**src/bus_port_pkg.sv**
```systemverilog
// Shared constants and carriers for the backplane master port
//
// Contract
// [RULE1] Transfer type is coded read 00, word write 10, byte write 11 on the two control lines.
// [RULE2] The owning unit holds bus-busy asserted for the whole time it uses the bus.
// [RULE3] A granted unit starts no transfer until it sees bus-busy released.
// [RULE4] The port raises the non-processor request when it needs the bus for direct memory moves.
// [RULE5] The interrupt line is raised only while bus master, with the vector on the data lines.
// [RULE6] On a non-processor grant or bus grant the port raises selection acknowledge.
// [RULE7] The first drive's vector is 224 octal, or 274 octal when the alternate jumper is set.
// [RULE8] Other drives take their vector from a switch setting of their own.
// [RULE9] Interrupts are requested at the jumper-chosen priority level, level 5 by default.
// [RULE10] An interrupt is raised on operation complete and on error.
// [RULE11] The master asserts master sync while address and control are valid.
// [RULE12] The slave answers master sync or interrupt with slave sync to close each step.
// [RULE13] Addresses are 18 bits wide and data moves over the 16 data lines.
// [RULE14] Backplane lines are active-low wired-OR: pulled low to assert, released otherwise.
// [RULE15] Request drops once selection acknowledge is up; acknowledge drops after bus-busy is taken; the port drops it on the same clock it takes bus-busy.
package bus_port_pkg;
	localparam int ADDR_W = 18;
	localparam int DATA_W = 16;
	localparam int FIFO_DEPTH = 16;
	localparam logic [1:0] XFER_READ = 2'h0;
	localparam logic [1:0] XFER_WRITE = 2'h2;
	localparam logic [1:0] XFER_WRITE_BYTE = 2'h3;
	localparam logic [8:0] VEC_FIRST = 9'h094;
	localparam logic [8:0] VEC_FIRST_ALT = 9'h0bc;
	localparam logic [2:0] PRIO_DEFAULT = 3'h5;
	localparam int SETTLE_NS = 75;
	localparam int CLK_MHZ = 40;
	localparam int SETTLE_CYC = (SETTLE_NS * CLK_MHZ + 999) / 1000;
	localparam int SYNC_TIMEOUT_CYC = 400;

	typedef struct packed {
		logic [ADDR_W-1:0] addr;
		logic [DATA_W-1:0] data;
		logic [1:0] xfer;
	} xfer_req_t;

	typedef struct packed {
		logic done;
		logic error;
		logic [1:0] drive;
	} event_t;
endpackage

```
**src/word_fifo.sv**
```systemverilog
// Synchronous FIFO between the tape side and the bus master
`timescale 1ns/10ps
module word_fifo #(
	parameter int WIDTH = 36,
	parameter int DEPTH = 16
)
(
	// Clock and reset
	input wire logic clk,
	input wire logic rst_b,
	// Fill side
	input wire logic in_valid,
	output logic in_ready,
	input wire logic [WIDTH-1:0] in_data,
	// Drain side
	output logic out_valid,
	input wire logic out_ready,
	output logic [WIDTH-1:0] out_data
);
	localparam int AW = $clog2(DEPTH);

	initial
	begin
		if (DEPTH < 2 || (1 << AW) != DEPTH)
			$error("word_fifo depth must be a power of two");
	end

	logic [WIDTH-1:0] mem [DEPTH];
	logic [AW:0] wr_r;
	logic [AW:0] rd_r;
	logic push;
	logic pop;

	assign in_ready = (wr_r - rd_r) != (AW+1)'(DEPTH);
	assign out_valid = wr_r != rd_r;
	assign push = in_valid && in_ready;
	assign pop = out_valid && out_ready;
	assign out_data = mem[rd_r[AW-1:0]];

	always_ff @(posedge clk)
	begin
		if (push)
			mem[wr_r[AW-1:0]] <= in_data;
	end

	always_ff @(posedge clk)
	begin
		if (!rst_b)
			wr_r <= '0;
		else if (push)
			wr_r <= wr_r + 1'b1;
	end

	always_ff @(posedge clk)
	begin
		if (!rst_b)
			rd_r <= '0;
		else if (pop)
			rd_r <= rd_r + 1'b1;
	end
endmodule

```
**src/bus_master_port.sv**
```systemverilog
// Backplane master port: arbitration, direct memory transfers, interrupt vectors
`timescale 1ns/10ps
module bus_master_port #(
	parameter int NUM_DRIVES = 4,
	parameter logic [2:0] PRIO_LEVEL = bus_port_pkg::PRIO_DEFAULT
)
(
	// Clock and reset
	input wire logic clk,
	input wire logic rst_b,
	// Tape-side transfer requests
	input wire logic req_valid,
	output logic req_ready,
	input wire bus_port_pkg::xfer_req_t req,
	output logic rd_valid,
	output logic [bus_port_pkg::DATA_W-1:0] rd_data,
	output logic xfer_err,
	// Tape-side events
	input wire bus_port_pkg::event_t evt,
	// Straps
	input wire logic alt_vec_sel,
	input wire logic [8:0] drive_vec_sw [1:4],
	// Arbitration lines
	output logic npr_b_o,
	output logic npr_b_oe,
	output logic [7:4] br_b_o,
	output logic [7:4] br_b_oe,
	input wire logic npg_i,
	input wire logic [7:4] bg_i,
	output logic sack_b_o,
	output logic sack_b_oe,
	input wire logic bbsy_b_i,
	output logic bbsy_b_o,
	output logic bbsy_b_oe,
	output logic intr_b_o,
	output logic intr_b_oe,
	// Transfer lines
	output logic msyn_b_o,
	output logic msyn_b_oe,
	input wire logic ssyn_b_i,
	output logic [1:0] ctl_b_o,
	output logic [1:0] ctl_b_oe,
	output logic [bus_port_pkg::ADDR_W-1:0] addr_b_o,
	output logic addr_b_oe,
	input wire logic [bus_port_pkg::DATA_W-1:0] data_b_i,
	output logic [bus_port_pkg::DATA_W-1:0] data_b_o,
	output logic data_b_oe
);
	initial
	begin
		if (NUM_DRIVES < 1 || NUM_DRIVES > 4 || PRIO_LEVEL < 3'h4)
			$error("bus_master_port: unsupported drive count or priority level");
	end

	typedef enum logic [3:0] {
		IDLE, REQ, ACK, WAIT_FREE, SETTLE, SYNC, HOLD, DESKEW, RELEASE
	} state_t;

	state_t state_r;
	logic [6:0] cnt_r;
	logic [8:0] tmo_r;
	logic is_intr_r;
	logic [8:0] vec_r;
	logic [3:0] pend_r;
	logic [3:0] pend_clr;
	logic [3:0] pend_set;
	logic [1:0] vec_sel_r;
	logic [1:0] pick;
	bus_port_pkg::xfer_req_t cur_r;
	logic f_valid;
	logic f_take;
	bus_port_pkg::xfer_req_t f_data;
	logic npg_s1, npg_s2, bbsy_s1, bbsy_s2, ssyn_s1, ssyn_s2;
	logic [7:4] bg_s1, bg_s2;
	logic [15:0] din_s1, din_s2;
	logic grant;

	// Transfers queue here so the tape side can run ahead of arbitration
	word_fifo #(.WIDTH($bits(bus_port_pkg::xfer_req_t)), .DEPTH(bus_port_pkg::FIFO_DEPTH)) q (
		.clk(clk),
		.rst_b(rst_b),
		.in_valid(req_valid),
		.in_ready(req_ready),
		.in_data(req),
		.out_valid(f_valid),
		.out_ready(f_take),
		.out_data(f_data)
	);

	// Two-stage synchronisers on every asynchronous backplane input
	always_ff @(posedge clk)
	begin
		npg_s1 <= npg_i;
		npg_s2 <= npg_s1;
		bg_s1 <= bg_i;
		bg_s2 <= bg_s1;
		bbsy_s1 <= !bbsy_b_i;
		bbsy_s2 <= bbsy_s1;
		ssyn_s1 <= !ssyn_b_i;
		ssyn_s2 <= ssyn_s1;
		din_s1 <= ~data_b_i;
		din_s2 <= din_s1;
	end

	function automatic logic [8:0] drive_vector(input logic [1:0] d);
		if (d == 2'h0)
			return alt_vec_sel ? bus_port_pkg::VEC_FIRST_ALT : bus_port_pkg::VEC_FIRST; // [RULE7]
		return drive_vec_sw[int'(d)]; // [RULE8]
	endfunction

	always_comb
	begin
		pick = 2'h0;
		for (int i = 3; i >= 0; i--)
			if (pend_r[i])
				pick = 2'(i);
	end

	assign grant = is_intr_r ? bg_s2[PRIO_LEVEL] : npg_s2;
	assign f_take = (state_r == IDLE) && f_valid && (pend_r == 4'h0);

	assign pend_clr = (state_r == RELEASE && is_intr_r) ? 4'(4'h1 << vec_sel_r) : 4'h0;
	assign pend_set = ((evt.done || evt.error) && int'(evt.drive) < NUM_DRIVES)
		? 4'(4'h1 << evt.drive) : 4'h0; // [RULE10]

	// Events stick until their interrupt tenure reaches RELEASE, answered or timed out; a new event beats the clear
	always_ff @(posedge clk)
	begin
		if (!rst_b)
			pend_r <= 4'h0;
		else
			pend_r <= (pend_r & ~pend_clr) | pend_set; // [RULE10]
	end

	always_ff @(posedge clk)
	begin
		if (!rst_b)
		begin
			state_r <= IDLE;
			is_intr_r <= 1'b0;
			vec_sel_r <= 2'h0;
			vec_r <= 9'h000;
			cur_r <= '0;
			cnt_r <= 7'h00;
			tmo_r <= 9'h000;
		end
		else
		begin
			unique case (state_r)
				IDLE:
					if (pend_r != 4'h0)
					begin
						is_intr_r <= 1'b1;
						vec_sel_r <= pick;
						vec_r <= drive_vector(pick);
						state_r <= REQ;
					end
					else if (f_valid)
					begin
						is_intr_r <= 1'b0;
						cur_r <= f_data;
						state_r <= REQ;
					end
				REQ:
					if (grant)
						state_r <= ACK; // [RULE6]
				ACK:
					if (!grant)
						state_r <= WAIT_FREE;
				WAIT_FREE:
					if (!bbsy_s2 && !ssyn_s2)
					begin
						cnt_r <= 7'(bus_port_pkg::SETTLE_CYC);
						state_r <= SETTLE; // [RULE3]
					end
				SETTLE:
					if (cnt_r == 7'h00)
					begin
						tmo_r <= 9'(bus_port_pkg::SYNC_TIMEOUT_CYC);
						state_r <= SYNC;
					end
					else
						cnt_r <= cnt_r - 7'h01;
				SYNC:
					if (ssyn_s2)
						state_r <= HOLD; // [RULE12]
					else if (tmo_r == 9'h000)
						state_r <= RELEASE;
					else
						tmo_r <= tmo_r - 9'h001;
				HOLD:
					state_r <= DESKEW;
				DESKEW:
					if (!ssyn_s2)
						state_r <= RELEASE;
				RELEASE:
					state_r <= IDLE;
				default:
					state_r <= IDLE;
			endcase
		end
	end

	// Read data captured on slave reply; timeouts flag an error pulse
	always_ff @(posedge clk)
	begin
		if (!rst_b)
		begin
			rd_valid <= 1'b0;
			rd_data <= '0;
			xfer_err <= 1'b0;
		end
		else
		begin
			rd_valid <= state_r == SYNC && ssyn_s2 && !is_intr_r
				&& cur_r.xfer == bus_port_pkg::XFER_READ;
			if (state_r == SYNC && ssyn_s2)
				rd_data <= din_s2;
			xfer_err <= state_r == SYNC && !ssyn_s2 && tmo_r == 9'h000;
		end
	end

	// Line drivers: low-active outputs, enable low means driving
	logic own;
	logic drive_data;
	assign own = state_r inside {SETTLE, SYNC, HOLD, DESKEW, RELEASE};
	assign drive_data = own && (is_intr_r || cur_r.xfer != bus_port_pkg::XFER_READ);

	always_comb
	begin
		npr_b_o = 1'b0;
		npr_b_oe = !(state_r == REQ && !is_intr_r); // [RULE4] [RULE15] [RULE14]
		br_b_o = 4'h0;
		br_b_oe = 4'hf;
		br_b_oe[PRIO_LEVEL] = !(state_r == REQ && is_intr_r); // [RULE9]
		sack_b_o = 1'b0;
		sack_b_oe = !(state_r inside {ACK, WAIT_FREE}); // [RULE6] [RULE15]
		bbsy_b_o = 1'b0;
		bbsy_b_oe = !own; // [RULE2]
		intr_b_o = 1'b0;
		intr_b_oe = !(is_intr_r && state_r inside {SYNC, HOLD}); // [RULE5]
		msyn_b_o = 1'b0;
		msyn_b_oe = !(!is_intr_r && state_r inside {SYNC, HOLD}); // [RULE11]
		ctl_b_o = ~cur_r.xfer; // [RULE1]
		ctl_b_oe = {2{!(own && !is_intr_r)}};
		addr_b_o = ~cur_r.addr; // [RULE13]
		addr_b_oe = !(own && !is_intr_r);
		data_b_o = is_intr_r ? ~{7'h00, vec_r} : ~cur_r.data; // [RULE5]
		data_b_oe = !drive_data;
	end
endmodule

```
**config.mk**
```make
export PLATFORM = sky130hd
export DESIGN_NAME = bus_master_port
export DESIGN_NICKNAME = d
export VERILOG_FILES = /design/src/bus_port_pkg.sv /design/src/word_fifo.sv /design/src/bus_master_port.sv
export SDC_FILE = /design/constraint.sdc
export NUM_CORES = 1
export LEC_CHECK = 0
export BUFFER_PORTS_ARGS = -buffer_cell sky130_fd_sc_hd__buf_2
export CAP_MARGIN = 20
export CORE_ASPECT_RATIO = 1.75
export CORE_UTILIZATION = 45
export CTS_BUF_LIST = sky130_fd_sc_hd__clkbuf_4 sky130_fd_sc_hd__clkbuf_8
export DETAILED_ROUTE_END_ITERATION = 8
export HOLD_SLACK_MARGIN = 0.05
export MAX_ROUTING_LAYER = met4
export SYNTH_ARGS = -nofsm -noshare
export SYNTH_HDL_FRONTEND = slang
export SYNTH_SLANG_ARGS = --single-unit
```
**constraint.sdc**
```tcl
create_clock -name clk -period 5.2 [get_ports clk]
set_clock_uncertainty 0.15 [all_clocks]
set_input_delay 0.26 -clock clk [delete_from_list [all_inputs] [get_ports clk]]
set_output_delay 0.26 -clock clk [all_outputs]
set_load 0.03 [all_outputs]
```
==> metrics.yaml <==
grt_pass1_wl_um: 92100
cts-htree-levels: 3
grt_overflow_total: 0
whs_ns: 0.103
drive_above_1_share_pct: 31.0
crit_arrival_ns: 4.44
grt_pass1_vias: 15400
finalCriticalPeriod_ns: 4.24
finalCoreUtilization_pct: 53.8
grt_use_met1_pct: 24.5
die_height_um: 328
endpoint_kind: "register"
status: "finished, final reports clean"
hold_viol_final: 0
io_buffers: 155
crit_fanout: 28
drcViolationCount: 0
grtUsageMet3_pct: 2.90
path_delay_family: "simple AND/OR/NAND/NOR gates"
setup_viol: 0
nets: 1905
path_cells: "inv_1 -> ha_1 -> nor2b_1 -> o211ai_1 -> nand3_1 -> a31oi_2 -> nand2_1 -> nor2_4 -> buf_4"
power_uw: 14400
cts_buffers: 101
cp_num_buf_inv: 2
fillers: 4751
regArea_mm2: 0.0201
cts_tree: "done"
worst-endpoint-required_ns: 5.40
dp_hpwl_um: 32000
die_area_mm2: 0.0616
syn_inst: 1483
dr.pass1.iters: 5
maxSlewHeadroom_pct: 31.4
num_vias: 14300
tightest_slew_ns: 1.03
setup.worst_path.start_class: "register"
cts.sinks: 716
routed_wl_um: 60200
area_growth_pct: 18.4
finalCritPeriodShare_pct: 81.6
dieWidth_um: 188
max_freq_mhz: 236
clk_path_buf_depth: 3
rsz0062_at_grt: "false"
path_clk_slew_ns: 0.07
via_per_inst: 5.36
ys.flop_type: "edfxtp_1"
busiest_layer: "met2"
rows: 119
cts_root_buf: "clkbuf_8"
post_cts_buffers: 0
max_cap_violations: 0
io_pins: 180
avgSynthCellArea_um2: 18.4
synth_area_mm2: 0.0273
synth_cell_type_count: 56
drt_iter0_markers: 772
grt_max_degree: 101
leakagePower_uw: 0.0108
cts_resized: 0
core_area_mm2: 0.0600
synth_edf_count: 576
slew_violations: 0
worstSkewPairLatency_ns: 0.73
cpMaxStageDelayCell: "nor2_4"
criticalPathCategory: "register to register"
gp_congestion: 0.789
async_reset_ff_share_pct: 0
cp_slowest_stage_delay_ns: 0.71
ant_nets: 0
synth_warnings: 0
fin_tns_setup_ns: 0
met2_usage_pct: 36.2
hp-class: "primary input to register"
track_usage_pct: 20.7
seq_area_frac_synth_pct: 73.7
ir_drop_v: 0.000347
antenna_found_initial: 3
synth_seq_cells: 716
multiInputGateArea_mm2: 0.00661
start_util_pct: 45.5
routedWlPerCell_um: 22.6
pwr_density_cell_mw_per_mm2: 444
## through the flow
step                cell area (um^2)  setup WS [ns]  instances
global placement               29000           1.00       2377
finish                         32300          0.957       2668
floorplan                      27300          0.720       1493
global route                   32300          0.691       2667
detailed placement             29000          0.922       2377
CTS                            32300          0.911       2664
## final cells by class
cell class | instances | share of cell area, %
inverters | 92 | 1.07
well taps | 786 | 3.04
flip-flops and latches | 716 | 62.3
clock inverters | 55 | 1.71
repair buffers | 277 | 6.06
multi-input cells | 602 | 20.5
diodes | 4 | 0.0310
clock buffers | 136 | 5.37
## path summary, 6_finish.rpt
kind | startpoint | end | slack [ns] | depth (start not counted)
setup reg to reg | q.rd_r[1] | q.mem[10][33] | 0.96 | 9
hold reg to reg | din_s1[10] | din_s2[10] | 0.18 | 0
hold / removal | data_b_i[7] | din_s1[7] | 0.10 | 3
setup / recovery | q.rd_r[1] | q.mem[10][33] | 0.96 | 9
## routing by layer
layer	share of wire, %	wire, um
met5	0	0
met1	40	24000
met2	54	32300
met4	2.0	1200
met3	4.6	2780
## worst reg2reg max path, stage by stage (launching register included)
cell and delay, ns:
dfxtp_4 0.64, inv_1 0.10, ha_1 0.34, nor2b_1 0.15
o211ai_1 0.25, nand3_1 0.17, a31oi_2 0.49, nand2_1 0.36
nor2_4 0.71, buf_4 0.50
## power breakdown
part           leakage [uW]  total, uW  internal, uW  switching (uW)
Sequential          0.00635       6730          6560             172
Combinational       0.00320       2750          1260            1490
Clock               0.00120       4870          2700            2170
Total                0.0108      14400         10500            3830
## cells in the mapped netlist, types with 3 or more instances
master | count | area share (%)
a21oi_1 | 42 | 0.77
a22o_1 | 3 | 0.096
a22oi_1 | 8 | 0.22
a311oi_1 | 3 | 0.096
and2_1 | 3 | 0.069
and3_1 | 3 | 0.069
buf_1 | 3 | 0.041
buf_2 | 23 | 0.42
buf_4 | 14 | 0.39
clkbuf_1 | 43 | 0.59
dfxtp_1 | 140 | 10
edfxtp_1 | 576 | 63
ha_1 | 12 | 0.55
inv_1 | 91 | 1.3
mux2i_1 | 16 | 0.59
mux4_2 | 180 | 15
nand2_1 | 95 | 1.3
nand2b_1 | 15 | 0.34
nand3_1 | 9 | 0.17
nand4_1 | 3 | 0.069
nor2_1 | 54 | 0.74
nor2b_1 | 8 | 0.18
nor3_1 | 13 | 0.24
nor4_1 | 4 | 0.092
o211ai_1 | 3 | 0.083
o21ai_0 | 52 | 0.95
o221a_2 | 3 | 0.12
o22ai_1 | 4 | 0.092
o31ai_1 | 4 | 0.11
or3_1 | 5 | 0.11
or4_1 | 5 | 0.14
xnor2_1 | 8 | 0.26
xor2_1 | 6 | 0.19
## sequential cells by signal (all words and copies together), names as in the netlist, 2 cells and up
signal     count
q.wr_r         5
vec_r          9
q.mem        576
state_r        4
din_s2        16
vec_sel_r      2
cnt_r          7
q.rd_r         5
cur_r         36
din_s1        16
pend_r         4
tmo_r          9
rd_data       16
## cell usage in the layout, fill, tap and decap left out, types with 16 or more instances in the layout
master	n
dlygate4sd3_1	96
buf_4	24
mux4_2	180
mux2i_1	16
clkinv_2	26
buf_2	155
clkbuf_8	114
inv_1	90
clkbuf_4	22
nand2_1	95
o21ai_0	52
a21oi_1	42
edfxtp_1	576
nor2_1	42
dfxtp_1	137
## cells by family (layout without fill, tap and decap cells)
family	count (synthesis)	in the layout	share of synthesized area, %
adders and majority gates	12	12	0.550
xor gates and xnor gates	14	14	0.450
and+or+nand+nor	234	234	4.21
AOI/OAI and AO/OA	134	134	2.92
muxes	196	196	15.5
buffers and inverters	175	560	2.71
DFF	716	716	73.7
other	2	16	0.0275
## repair_timing
action / 4_1_cts / 5_1_grt
endpoints found under the hold margin: 630 / 0
hold buffers: 96 / 0
setup endpoints to repair: 0 / 0
No activity file was read; power rests on OpenSTA's default activity.
